<file path="src/bdtb_pkg.sv">
// Purpose: constants and types shared by the debug register block
// Assumes: byte-wide registers at offsets from a relocatable base
// Notes: all offsets are relative to the base input
package bdtb_pkg;
	// register offsets from the block base
	localparam logic [15:0] OFS_CTRL_ONE    = 16'h0020;
	localparam logic [15:0] OFS_STATUS_CTRL = 16'h0021;
	localparam logic [15:0] OFS_TRACE_HIGH  = 16'h0022;
	localparam logic [15:0] OFS_TRACE_LOW   = 16'h0023;
	localparam logic [15:0] OFS_ENTRY_COUNT = 16'h0024;
	localparam logic [15:0] OFS_CMP_C_EXT   = 16'h0025;
	localparam logic [15:0] OFS_CMP_C_HIGH  = 16'h0026;
	localparam logic [15:0] OFS_CMP_C_LOW   = 16'h0027;
	localparam logic [15:0] OFS_CTRL_TWO    = 16'h0028;
	localparam logic [15:0] OFS_CTRL_THREE  = 16'h0029;
	localparam logic [15:0] OFS_CMP_A_EXT   = 16'h002a;
	localparam logic [15:0] OFS_CMP_A_HIGH  = 16'h002b;
	localparam logic [15:0] OFS_CMP_A_LOW   = 16'h002c;
	localparam logic [15:0] OFS_CMP_B_EXT   = 16'h002d;
	localparam logic [15:0] OFS_CMP_B_HIGH  = 16'h002e;
	localparam logic [15:0] OFS_CMP_B_LOW   = 16'h002f;
	// control one fields
	localparam int CTL1_TRACE_EN  = 7;
	localparam int CTL1_ARMED     = 6;
	localparam int CTL1_TRIG_SEL  = 5;
	localparam int CTL1_ZERO      = 2;
	localparam logic [7:0] CTL1_WRITE_MASK = 8'hfb;
	localparam logic [7:0] ARM_ONLY_MASK   = 8'hc0;
	// status fields
	localparam int STS_FLAG_A = 7;
	localparam int STS_FLAG_B = 6;
	localparam int STS_FLAG_C = 5;
	localparam logic [7:0] STS_WRITE_MASK = 8'h0f;
	localparam logic [7:0] STS_FLAG_MASK  = 8'he0;
	// control two fields
	localparam int CTL2_AB_BKPT_EN = 7;
	localparam int CTL2_AB_TAG     = 4;
	localparam int CTL2_C_BKPT_EN  = 3;
	localparam int CTL2_C_TAG      = 2;
	// reset values
	localparam logic [7:0] RESET_BYTE = 8'h00;
	localparam logic [15:0] RESET_WORD = 16'h0000;
	// capture mode encodings
	typedef enum logic [1:0] {
		CAP_NORMAL,
		CAP_LOOP,
		CAP_DETAIL,
		CAP_PROFILE
	} bdtb_capture_e;
endpackage

</file>
<file path="src/bdtb_regs.sv">
// Purpose: register map, tag sampling and bus observation of the debug unit
// Assumes: one clock, synchronous active-high reset, relocatable base
// Notes: read data stands only in the cycle after the read strobe
`timescale 1ns/1ps
`default_nettype none
module bdtb_regs (
	// clock and reset
	input  wire logic                  sys_clk,
	input  wire logic                  sys_rst,
	input  wire logic                  clkEn,
	// register port
	input  wire logic [15:0]           regBase,
	input  wire logic [15:0]           regAddr,
	input  wire logic [7:0]            regWdata,
	input  wire logic                  regWrite,
	input  wire logic                  regRead,
	output logic      [7:0]            regRdata,
	// tag pins and bus clock pin
	input  wire logic                  busClkPin,
	input  wire logic                  upperTagInput,
	input  wire logic                  lowerTagInput,
	input  wire logic                  wideOrNarrowMode,
	input  wire logic                  lowByteStrobe,
	output logic                       tagHigh,
	output logic                       tagLow,
	// bus observation
	input  wire logic                  busValid,
	input  wire logic                  extAccess,
	input  wire logic [15:0]           intAddr,
	input  wire logic [15:0]           intData,
	input  wire logic [15:0]           extAddr,
	input  wire logic [15:0]           extData,
	output logic      [15:0]           obsAddr,
	output logic      [15:0]           obsData,
	// trace storage state
	input  wire logic [15:0]           traceWord,
	input  wire logic [5:0]            entryCount,
	input  wire logic                  bufferFullFlag,
	// control outputs
	output logic      [7:0]            ctrlOne,
	output logic      [7:0]            statusCtrl,
	output logic      [7:0]            ctrlTwo,
	output logic      [7:0]            ctrlThree,
	output bdtb_pkg::bdtb_capture_e    captureModeField,
	output logic                       matchA,
	output logic                       matchB,
	output logic                       matchC,
	output logic                       abBreakRequest,
	output logic                       cBreakRequest
);
	logic [15:0] offset;
	logic        wrCtl1;
	logic        wrSts;
	logic        wrOther;
	logic        armed;
	logic [7:0]  next_ctrlOne;
	logic        armWriteOne;
	logic [7:0]  cmpCExt;
	logic [15:0] cmpC;
	logic [7:0]  cmpAExt;
	logic [15:0] cmpA;
	logic [7:0]  cmpBExt;
	logic [15:0] cmpB;
	logic        obsValid;
	logic        eSync1;
	logic        eSync2;
	logic        eSync3;
	logic        hiSync1;
	logic        hiSync2;
	logic        loSync1;
	logic        loSync2;
	logic        busClkFall;
	logic        taggingOn;
	logic        setA;
	logic        setB;
	logic        setC;
	logic        clearFlags;

	function automatic logic isWrite(input logic [15:0] ofs, input logic [15:0] target);
		isWrite = regWrite && (ofs == target);
	endfunction

	assign offset = regAddr - regBase;
	assign armed = ctrlOne[bdtb_pkg::CTL1_ARMED];
	assign wrCtl1 = isWrite(offset, bdtb_pkg::OFS_CTRL_ONE);
	assign wrSts = isWrite(offset, bdtb_pkg::OFS_STATUS_CTRL);
	assign wrOther = regWrite && !armed;

	// control one next value
	always_comb begin
		next_ctrlOne = (regWdata & bdtb_pkg::CTL1_WRITE_MASK);
		if (armed) begin
			next_ctrlOne = (regWdata & bdtb_pkg::ARM_ONLY_MASK)
				| (ctrlOne & ~bdtb_pkg::ARM_ONLY_MASK);
		end
		if (regWdata[bdtb_pkg::CTL1_ARMED] && !regWdata[bdtb_pkg::CTL1_TRACE_EN]) begin
			next_ctrlOne[bdtb_pkg::CTL1_ARMED] = 1'b0;
			next_ctrlOne[bdtb_pkg::CTL1_TRACE_EN] = 1'b0;
		end
	end

	assign armWriteOne = wrCtl1 && !ctrlTwo[bdtb_pkg::CTL2_AB_BKPT_EN]
		&& next_ctrlOne[bdtb_pkg::CTL1_ARMED];

	always_ff @(posedge sys_clk) begin
		if (sys_rst) begin
			ctrlOne <= bdtb_pkg::RESET_BYTE;
		end else if (clkEn && wrCtl1 && !ctrlTwo[bdtb_pkg::CTL2_AB_BKPT_EN]) begin
			ctrlOne <= next_ctrlOne;
		end
	end

	assign captureModeField = bdtb_pkg::bdtb_capture_e'(ctrlOne[1:0]);

	assign clearFlags = armWriteOne || (wrSts && !armed);
	assign setA = armed && matchA;
	assign setB = armed && matchB;
	assign setC = armed && matchC;

	always_ff @(posedge sys_clk) begin
		if (sys_rst) begin
			statusCtrl <= bdtb_pkg::RESET_BYTE;
		end else if (clkEn) begin
			if (clearFlags) begin
				statusCtrl[7:5] <= 3'h0;
			end
			if (setA) begin
				statusCtrl[bdtb_pkg::STS_FLAG_A] <= 1'b1;
			end
			if (setB) begin
				statusCtrl[bdtb_pkg::STS_FLAG_B] <= 1'b1;
			end
			if (setC) begin
				statusCtrl[bdtb_pkg::STS_FLAG_C] <= 1'b1;
			end
			statusCtrl[4] <= 1'b0;
			if (wrSts && !armed) begin
				statusCtrl[3:0] <= regWdata[3:0];
			end
		end
	end

	always_ff @(posedge sys_clk) begin
		if (sys_rst) begin
			ctrlTwo <= bdtb_pkg::RESET_BYTE;
			ctrlThree <= bdtb_pkg::RESET_BYTE;
		end else if (clkEn && wrOther) begin
			if (offset == bdtb_pkg::OFS_CTRL_TWO) begin
				ctrlTwo <= regWdata;
			end
			if (offset == bdtb_pkg::OFS_CTRL_THREE) begin
				ctrlThree <= regWdata;
			end
		end
	end

	always_ff @(posedge sys_clk) begin
		if (sys_rst) begin
			cmpCExt <= bdtb_pkg::RESET_BYTE;
			cmpAExt <= bdtb_pkg::RESET_BYTE;
			cmpBExt <= bdtb_pkg::RESET_BYTE;
			cmpC <= bdtb_pkg::RESET_WORD;
			cmpA <= bdtb_pkg::RESET_WORD;
			cmpB <= bdtb_pkg::RESET_WORD;
		end else if (clkEn && wrOther) begin
			unique case (offset)
				bdtb_pkg::OFS_CMP_C_EXT: begin
					cmpCExt <= regWdata;
				end
				bdtb_pkg::OFS_CMP_C_HIGH: begin
					cmpC[15:8] <= regWdata;
				end
				bdtb_pkg::OFS_CMP_C_LOW: begin
					cmpC[7:0] <= regWdata;
				end
				bdtb_pkg::OFS_CMP_A_EXT: begin
					cmpAExt <= regWdata;
				end
				bdtb_pkg::OFS_CMP_A_HIGH: begin
					cmpA[15:8] <= regWdata;
				end
				bdtb_pkg::OFS_CMP_A_LOW: begin
					cmpA[7:0] <= regWdata;
				end
				bdtb_pkg::OFS_CMP_B_EXT: begin
					cmpBExt <= regWdata;
				end
				bdtb_pkg::OFS_CMP_B_HIGH: begin
					cmpB[15:8] <= regWdata;
				end
				bdtb_pkg::OFS_CMP_B_LOW: begin
					cmpB[7:0] <= regWdata;
				end
				default: begin
				end
			endcase
		end
	end

	// read data, one cycle later
	always_ff @(posedge sys_clk) begin
		if (sys_rst) begin
			regRdata <= bdtb_pkg::RESET_BYTE;
		end else if (clkEn) begin
			regRdata <= bdtb_pkg::RESET_BYTE;
			if (regRead) begin
				unique case (offset)
					bdtb_pkg::OFS_CTRL_ONE:    regRdata <= ctrlOne;
					bdtb_pkg::OFS_STATUS_CTRL: regRdata <= statusCtrl;
					bdtb_pkg::OFS_TRACE_HIGH:  regRdata <= traceWord[15:8];
					bdtb_pkg::OFS_TRACE_LOW:   regRdata <= traceWord[7:0];
					bdtb_pkg::OFS_ENTRY_COUNT: regRdata <= {bufferFullFlag, 1'b0, entryCount};
					bdtb_pkg::OFS_CMP_C_EXT:   regRdata <= cmpCExt;
					bdtb_pkg::OFS_CMP_C_HIGH:  regRdata <= cmpC[15:8];
					bdtb_pkg::OFS_CMP_C_LOW:   regRdata <= cmpC[7:0];
					bdtb_pkg::OFS_CTRL_TWO:    regRdata <= ctrlTwo;
					bdtb_pkg::OFS_CTRL_THREE:  regRdata <= ctrlThree;
					bdtb_pkg::OFS_CMP_A_EXT:   regRdata <= cmpAExt;
					bdtb_pkg::OFS_CMP_A_HIGH:  regRdata <= cmpA[15:8];
					bdtb_pkg::OFS_CMP_A_LOW:   regRdata <= cmpA[7:0];
					bdtb_pkg::OFS_CMP_B_EXT:   regRdata <= cmpBExt;
					bdtb_pkg::OFS_CMP_B_HIGH:  regRdata <= cmpB[15:8];
					bdtb_pkg::OFS_CMP_B_LOW:   regRdata <= cmpB[7:0];
					default:                   regRdata <= bdtb_pkg::RESET_BYTE;
				endcase
			end
		end
	end

	// pin synchronisers
	always_ff @(posedge sys_clk) begin
		if (sys_rst) begin
			eSync1 <= 1'b0;
			eSync2 <= 1'b0;
			eSync3 <= 1'b0;
			hiSync1 <= 1'b1;
			hiSync2 <= 1'b1;
			loSync1 <= 1'b1;
			loSync2 <= 1'b1;
		end else if (clkEn) begin
			eSync1 <= busClkPin;
			eSync2 <= eSync1;
			eSync3 <= eSync2;
			hiSync1 <= upperTagInput;
			hiSync2 <= hiSync1;
			loSync1 <= lowerTagInput;
			loSync2 <= loSync1;
		end
	end

	assign busClkFall = eSync3 && !eSync2;
	assign taggingOn = ctrlTwo[bdtb_pkg::CTL2_AB_TAG] || ctrlTwo[bdtb_pkg::CTL2_C_TAG]
		|| (ctrlOne[bdtb_pkg::CTL1_TRACE_EN] && ctrlOne[bdtb_pkg::CTL1_TRIG_SEL]);

	// tag capture at bus clock fall
	always_ff @(posedge sys_clk) begin
		if (sys_rst) begin
			tagHigh <= 1'b0;
			tagLow <= 1'b0;
		end else if (clkEn && busClkFall) begin
			tagHigh <= taggingOn && !hiSync2;
			tagLow <= taggingOn && wideOrNarrowMode && lowByteStrobe && !loSync2;
		end
	end

	always_ff @(posedge sys_clk) begin
		if (sys_rst) begin
			obsAddr <= bdtb_pkg::RESET_WORD;
			obsData <= bdtb_pkg::RESET_WORD;
			obsValid <= 1'b0;
		end else if (clkEn) begin
			obsValid <= busValid;
			if (busValid) begin
				obsAddr <= extAccess ? extAddr : intAddr;
				obsData <= extAccess ? extData : intData;
			end
		end
	end

	// comparator matches
	assign matchA = obsValid && (obsAddr == cmpA);
	assign matchB = obsValid && (obsAddr == cmpB);
	assign matchC = obsValid && (obsAddr == cmpC);

	always_ff @(posedge sys_clk) begin
		if (sys_rst) begin
			abBreakRequest <= 1'b0;
			cBreakRequest <= 1'b0;
		end else if (clkEn) begin
			abBreakRequest <= !ctrlOne[bdtb_pkg::CTL1_TRACE_EN]
				&& ctrlTwo[bdtb_pkg::CTL2_AB_BKPT_EN] && (matchA || matchB);
			cBreakRequest <= !ctrlOne[bdtb_pkg::CTL1_TRACE_EN]
				&& ctrlTwo[bdtb_pkg::CTL2_C_BKPT_EN] && matchC;
		end
	end

	a_armed_lock: assert property (
		@(posedge sys_clk) disable iff (sys_rst)
		clkEn && armed && regWrite && offset == bdtb_pkg::OFS_CTRL_TWO |=> $stable(ctrlTwo))
		else $error("control two changed while armed");
	a_arm_needs_en: assert property (
		@(posedge sys_clk) disable iff (sys_rst)
		clkEn && wrCtl1 && !ctrlTwo[bdtb_pkg::CTL2_AB_BKPT_EN] && regWdata[bdtb_pkg::CTL1_ARMED]
		&& !regWdata[bdtb_pkg::CTL1_TRACE_EN]
		|=> !ctrlOne[bdtb_pkg::CTL1_ARMED] && !ctrlOne[bdtb_pkg::CTL1_TRACE_EN])
		else $error("armed set without trace enable");
	a_bkp_blocks_c1: assert property (
		@(posedge sys_clk) disable iff (sys_rst)
		clkEn && wrCtl1 && ctrlTwo[bdtb_pkg::CTL2_AB_BKPT_EN] |=> $stable(ctrlOne))
		else $error("control one written in breakpoint mode");
	a_flags_clear: assert property (
		@(posedge sys_clk) disable iff (sys_rst)
		clkEn && armWriteOne && !matchA && !matchB && !matchC |=> statusCtrl[7:5] == 3'h0)
		else $error("flags not cleared on arming");
	a_zero_bits: assert property (
		@(posedge sys_clk) disable iff (sys_rst)
		!ctrlOne[bdtb_pkg::CTL1_ZERO] && !statusCtrl[4])
		else $error("reserved bit reads one");
	a_count_read: assert property (
		@(posedge sys_clk) disable iff (sys_rst)
		clkEn && regRead && offset == bdtb_pkg::OFS_ENTRY_COUNT
		|=> regRdata == {$past(bufferFullFlag), 1'b0, $past(entryCount)})
		else $error("count register read wrong");
	a_trace_high: assert property (
		@(posedge sys_clk) disable iff (sys_rst)
		clkEn && regRead && offset == bdtb_pkg::OFS_TRACE_HIGH
		|=> regRdata == $past(traceWord[15:8]))
		else $error("trace high byte read wrong");
	a_ext_observe: assert property (
		@(posedge sys_clk) disable iff (sys_rst)
		clkEn && busValid && extAccess |=> obsAddr == $past(extAddr) && obsData == $past(extData))
		else $error("external access not observed");
	a_tag_high: assert property (
		@(posedge sys_clk) disable iff (sys_rst)
		clkEn && busClkFall && taggingOn && !hiSync2 |=> tagHigh)
		else $error("upper tag missed");
	a_c_break: assert property (
		@(posedge sys_clk) disable iff (sys_rst)
		clkEn && matchC && ctrlTwo[bdtb_pkg::CTL2_C_BKPT_EN]
		&& !ctrlOne[bdtb_pkg::CTL1_TRACE_EN] |=> cBreakRequest)
		else $error("comparator C break missed");
	a_shared_write: assert property (
		@(posedge sys_clk) disable iff (sys_rst)
		clkEn && wrOther && offset == bdtb_pkg::OFS_CTRL_THREE |=> ctrlThree == $past(regWdata))
		else $error("control three write lost");
endmodule // bdtb_regs
`default_nettype wire

</file>
<file path="config.mk">
export PLATFORM = sky130hd
export DESIGN_NAME = bdtb_regs
export DESIGN_NICKNAME = d
export VERILOG_FILES = /design/src/bdtb_pkg.sv /design/src/bdtb_regs.sv
export SDC_FILE = /design/constraint.sdc
export NUM_CORES = 1
export LEC_CHECK = 0
export ABC_AREA = 1
export BUFFER_PORTS_ARGS = -buffer_cell sky130_fd_sc_hd__buf_2
export CORE_ASPECT_RATIO = 1.75
export CORE_MARGIN = 2
export CORE_UTILIZATION = 45
export DETAILED_ROUTE_END_ITERATION = 7
export PLACE_DENSITY = 0.69
export REMOVE_ABC_BUFFERS = 1
export SLEW_MARGIN = 30
export SYNTH_ARGS = -nofsm -noshare
export SYNTH_HDL_FRONTEND = slang
export SYNTH_SLANG_ARGS = --single-unit
</file>
<file path="constraint.sdc">
create_clock -name sys_clk -period 3 [get_ports sys_clk]
set_input_delay 0.3 -clock sys_clk [delete_from_list [all_inputs] [get_ports sys_clk]]
set_output_delay 0.3 -clock sys_clk [all_outputs]
set_load 0.005 [all_outputs]
</file>
==> qor.log <==
INFO  run_status     run_status=finished clean
INFO  synth          yosys-top-cells-count=sky130_fd_sc_hd__nand2_1 (355), sky130_fd_sc_hd__inv_1 (236), sky130_fd_sc_hd__nand3_1 (199)
INFO  cts            cts_made_buffers=17
INFO  timing         fmax=376MHz
INFO  layout         antenna-diode-count=0
INFO  global_routing overflow=0
INFO  min_path       hp-class=input pin to register
INFO  power_and_ir_drop power.static_leakage=0.00571uW
INFO  route          route.vias.total=10.2k
INFO  layout         drive_above_1_share=0.200
INFO  global_routing global_route.usage.total=0.296
INFO  route          drtIter0Drc=759
INFO  route          drc=0
INFO  cts            cts_tree=built
INFO  cts            clkSlewWorstSetupHoldPaths=60ps
INFO  place          placement.io_buffers=217
INFO  cts            cts_hold_repair.buffers=0
INFO  synth          yosysTopAreaCell=sky130_fd_sc_hd__dfxtp_1
INFO  place          dp_hpwl=25300microns
INFO  synth          postSynthRegisterBits=154
INFO  cts            cts_max_path_buffers=2
INFO  timing         relSlewSlack=0.401
INFO  cts            ctsHtreeMaxLevel=4
INFO  layout         final_cell_area=11400squm
INFO  synth          post_synth_instance_area=9320squm
INFO  timing         worst_clock_skew=6.94ps
INFO  timing         final-setup-viol-count=0
INFO  route          post_drt_wl_per_cell=16.9microns
INFO  worst_setup_path worst_ep_arrival_time=2360ps
INFO  layout         final_cells=1933
INFO  synth          syn_inst=1455
INFO  cts            cts_setup_buffers=0
INFO  route          drt_pre_antenna_iters=6
INFO  layout         final.fill_count=2073
INFO  synth          ys_async_sr_fraction=0
INFO  floorplan      rows=69
INFO  place          placed_cells_incl_taps=1902
INFO  route          drt-total-wl=32600microns
INFO  worst_setup_path setup.worst_path.end_class=primary output
INFO  cts            clkSinkCount=154
INFO  synth          synth_edf_count=0
INFO  worst_setup_path crit_path_max_fanout=7
INFO  timing         fin_crit_sh=0.888
INFO  synth          synth.yosys.seq_area_share=0.331
INFO  layout         finalNetCount=1829
INFO  floorplan      ios=220
INFO  floorplan      start_util=0.459
INFO  global_routing grt_start_max_net_pins=59
INFO  timing         fin_ws=337ps
INFO  cts            cts_root_buffer=sky130_fd_sc_hd__clkbuf_16
INFO  floorplan      fp.dieH=194microns
INFO  synth          synthDistinctLibCells=43
INFO  power_and_ir_drop power.ir.vdd_worst=0.000433V
INFO  place          place_ws=-16.5ps
INFO  synth          yosysMostFrequentCell=sky130_fd_sc_hd__nand2_1
INFO  synth          warnings_synthesis=0
INFO  worst_setup_path worst_setup_path_start_kind=register
INFO  worst_setup_path worst_endpoint_required_time=2700ps
INFO  layout         area_growth_syn_to_layout=22.8%
INFO  synth          postSynth.topFlopCell=sky130_fd_sc_hd__dfxtp_1
INFO  flow_run       maxCapViolations=0
INFO  global_routing vias_in_the_first_global_route=9678
INFO  route          vias_per_cell=5.29
INFO  synth          ys_top_cells_by_area=sky130_fd_sc_hd__dfxtp_1 (33%), sky130_fd_sc_hd__nand2_1 (14%), sky130_fd_sc_hd__nand3_1 (11%)
INFO  timing         min_period=2660ps
INFO  route          route.antenna.remaining_nets=0
INFO  worst_setup_path setup.worst_path.class=register to primary output
INFO  timing         final_max_slew_viol_count=0
INFO  synth          post-synth-top-area-fraction=0.331
INFO  floorplan      die_x=113microns
INFO  timing         worst_slew_pin_slew=898ps
INFO  global_routing grt_pass1_wl=50900microns
INFO  cts            clk_latency=430ps
INFO  floorplan      fp.coreArea=20300squm
INFO  power_and_ir_drop p_per_area=456nW/um^2
INFO  global_routing grt_antenna_before_repair=0
INFO  place          postPlaceCellArea=10800squm
INFO  timing         final-hold-violation-count=0
INFO  synth          syn-mean-instance-area=6.41squm
INFO  place          global_placement_routability_congestion=0.999
INFO  timing         setup_repair_after_global_routing_missed_its_margin=false
INFO  cts            ctsResizeCount=0
INFO  floorplan      floorplan.die_area=21900squm
==> power breakdown <==
group	leakage [uW]	total (uW)	switching (uW)	internal, uW
clock	0.000314	2340	836	1500
sequential	0.00125	2120	41.8	2080
combinational	0.00415	758	475	283
==> flip-flops by register name (all words and copies together), names as in the netlist, 7 cells and up <==
signal      cells
obsData        16
cmpAExt         8
ctrlTwo         8
obsAddr        16
cmpBExt         8
cmpC           16
cmpB           16
statusCtrl      7
cmpA           16
cmpCExt         8
ctrlThree       8
ctrlOne         7
regRdata        8
==> metal layers <==
| layer | vias up | track usage | part of all wire |
|---|---|---|---|
| met5 | - | 0 | 0 |
| met4 | 0 | 0.182 | 0.065 |
| met3 | 123 | 0.0474 | 0.053 |
| met2 | 415 | 0.532 | 0.51 |
| met1 | 4579 | 0.318 | 0.37 |
| li1 | 5113 | - | - |
==> worst max-delay path: stages (launching register included) <==
cell and delay [ps]:
sky130_fd_sc_hd__dfxtp_1 400, sky130_fd_sc_hd__nand2_1 160, sky130_fd_sc_hd__nand4_1 130, sky130_fd_sc_hd__a2111oi_0 410, sky130_fd_sc_hd__nand3_1 150, sky130_fd_sc_hd__nor3_1 470
sky130_fd_sc_hd__buf_2 210
==> area by class of cell <==
cell class / count / area [sq um] / share of cell area
multi-input combinational: 989 / 4970 / 0.434
sequential: 154 / 3080 / 0.269
timing repair buffer: 271 / 1540 / 0.135
inverter: 240 / 901 / 0.0787
clock buffer: 25 / 505 / 0.0442
tap: 248 / 310 / 0.0271
clock inverter: 6 / 134 / 0.0117
==> final timing paths <==
path                            from                           to  slack (ps)  depth (start not counted)
min                        busClkPin          eSync1$_SDFFE_PP0P_          90                          3
max          obsAddr[5]$_SDFFE_PP0P_                       matchB         340                          6
min reg2reg  cmpAExt[2]$_SDFFE_PP0P_      cmpAExt[2]$_SDFFE_PP0P_         450                          2
max reg2reg  obsAddr[5]$_SDFFE_PP0P_  abBreakRequest$_SDFFE_PP0P_         900                          7
==> cell usage in the layout, fill, tap and decap left out, types with 16 or more instances in the layout <==
cell                        instances
sky130_fd_sc_hd__ha_1              16
sky130_fd_sc_hd__xor2_1            17
sky130_fd_sc_hd__o21ai_0           67
sky130_fd_sc_hd__nand3_1          199
sky130_fd_sc_hd__o21ai_1           22
sky130_fd_sc_hd__buf_4             50
sky130_fd_sc_hd__o211ai_1          33
sky130_fd_sc_hd__dfxtp_1          154
sky130_fd_sc_hd__a21oi_1          120
sky130_fd_sc_hd__buf_2            217
sky130_fd_sc_hd__clkbuf_16         17
sky130_fd_sc_hd__nor2_1            70
sky130_fd_sc_hd__nand2_1          355
sky130_fd_sc_hd__inv_1            235
==> stage by stage <==
stage / utilization / hold slack (ps) / total power, uW / setup TNS (ps)
after floorplan: - / 369 / 2600 / -127150
after global placement: 0.533 / 442 / 2920 / 0
after detailed placement: 0.533 / 447 / 2920 / -43.2
after CTS: 0.564 / 79.6 / 5250 / 0
after global routing: 0.564 / 98.4 / 5430 / 0
final: 0.564 / 92.6 / 5220 / 0
==> kinds of logic after synthesis <==
family / count (synthesis) / share of synthesized area
AO/OA/AOI/OAI: 253 / 0.150
XOR/XNOR: 23 / 0.0236
adder cells (fa/ha/maj): 17 / 0.0236
buffers and inverters: 313 / 0.136
flip-flops: 154 / 0.331
other: 1 / 0.000402
AND/OR/NAND/NOR: 694 / 0.336
No activity file was read; power rests on OpenSTA's default activity.
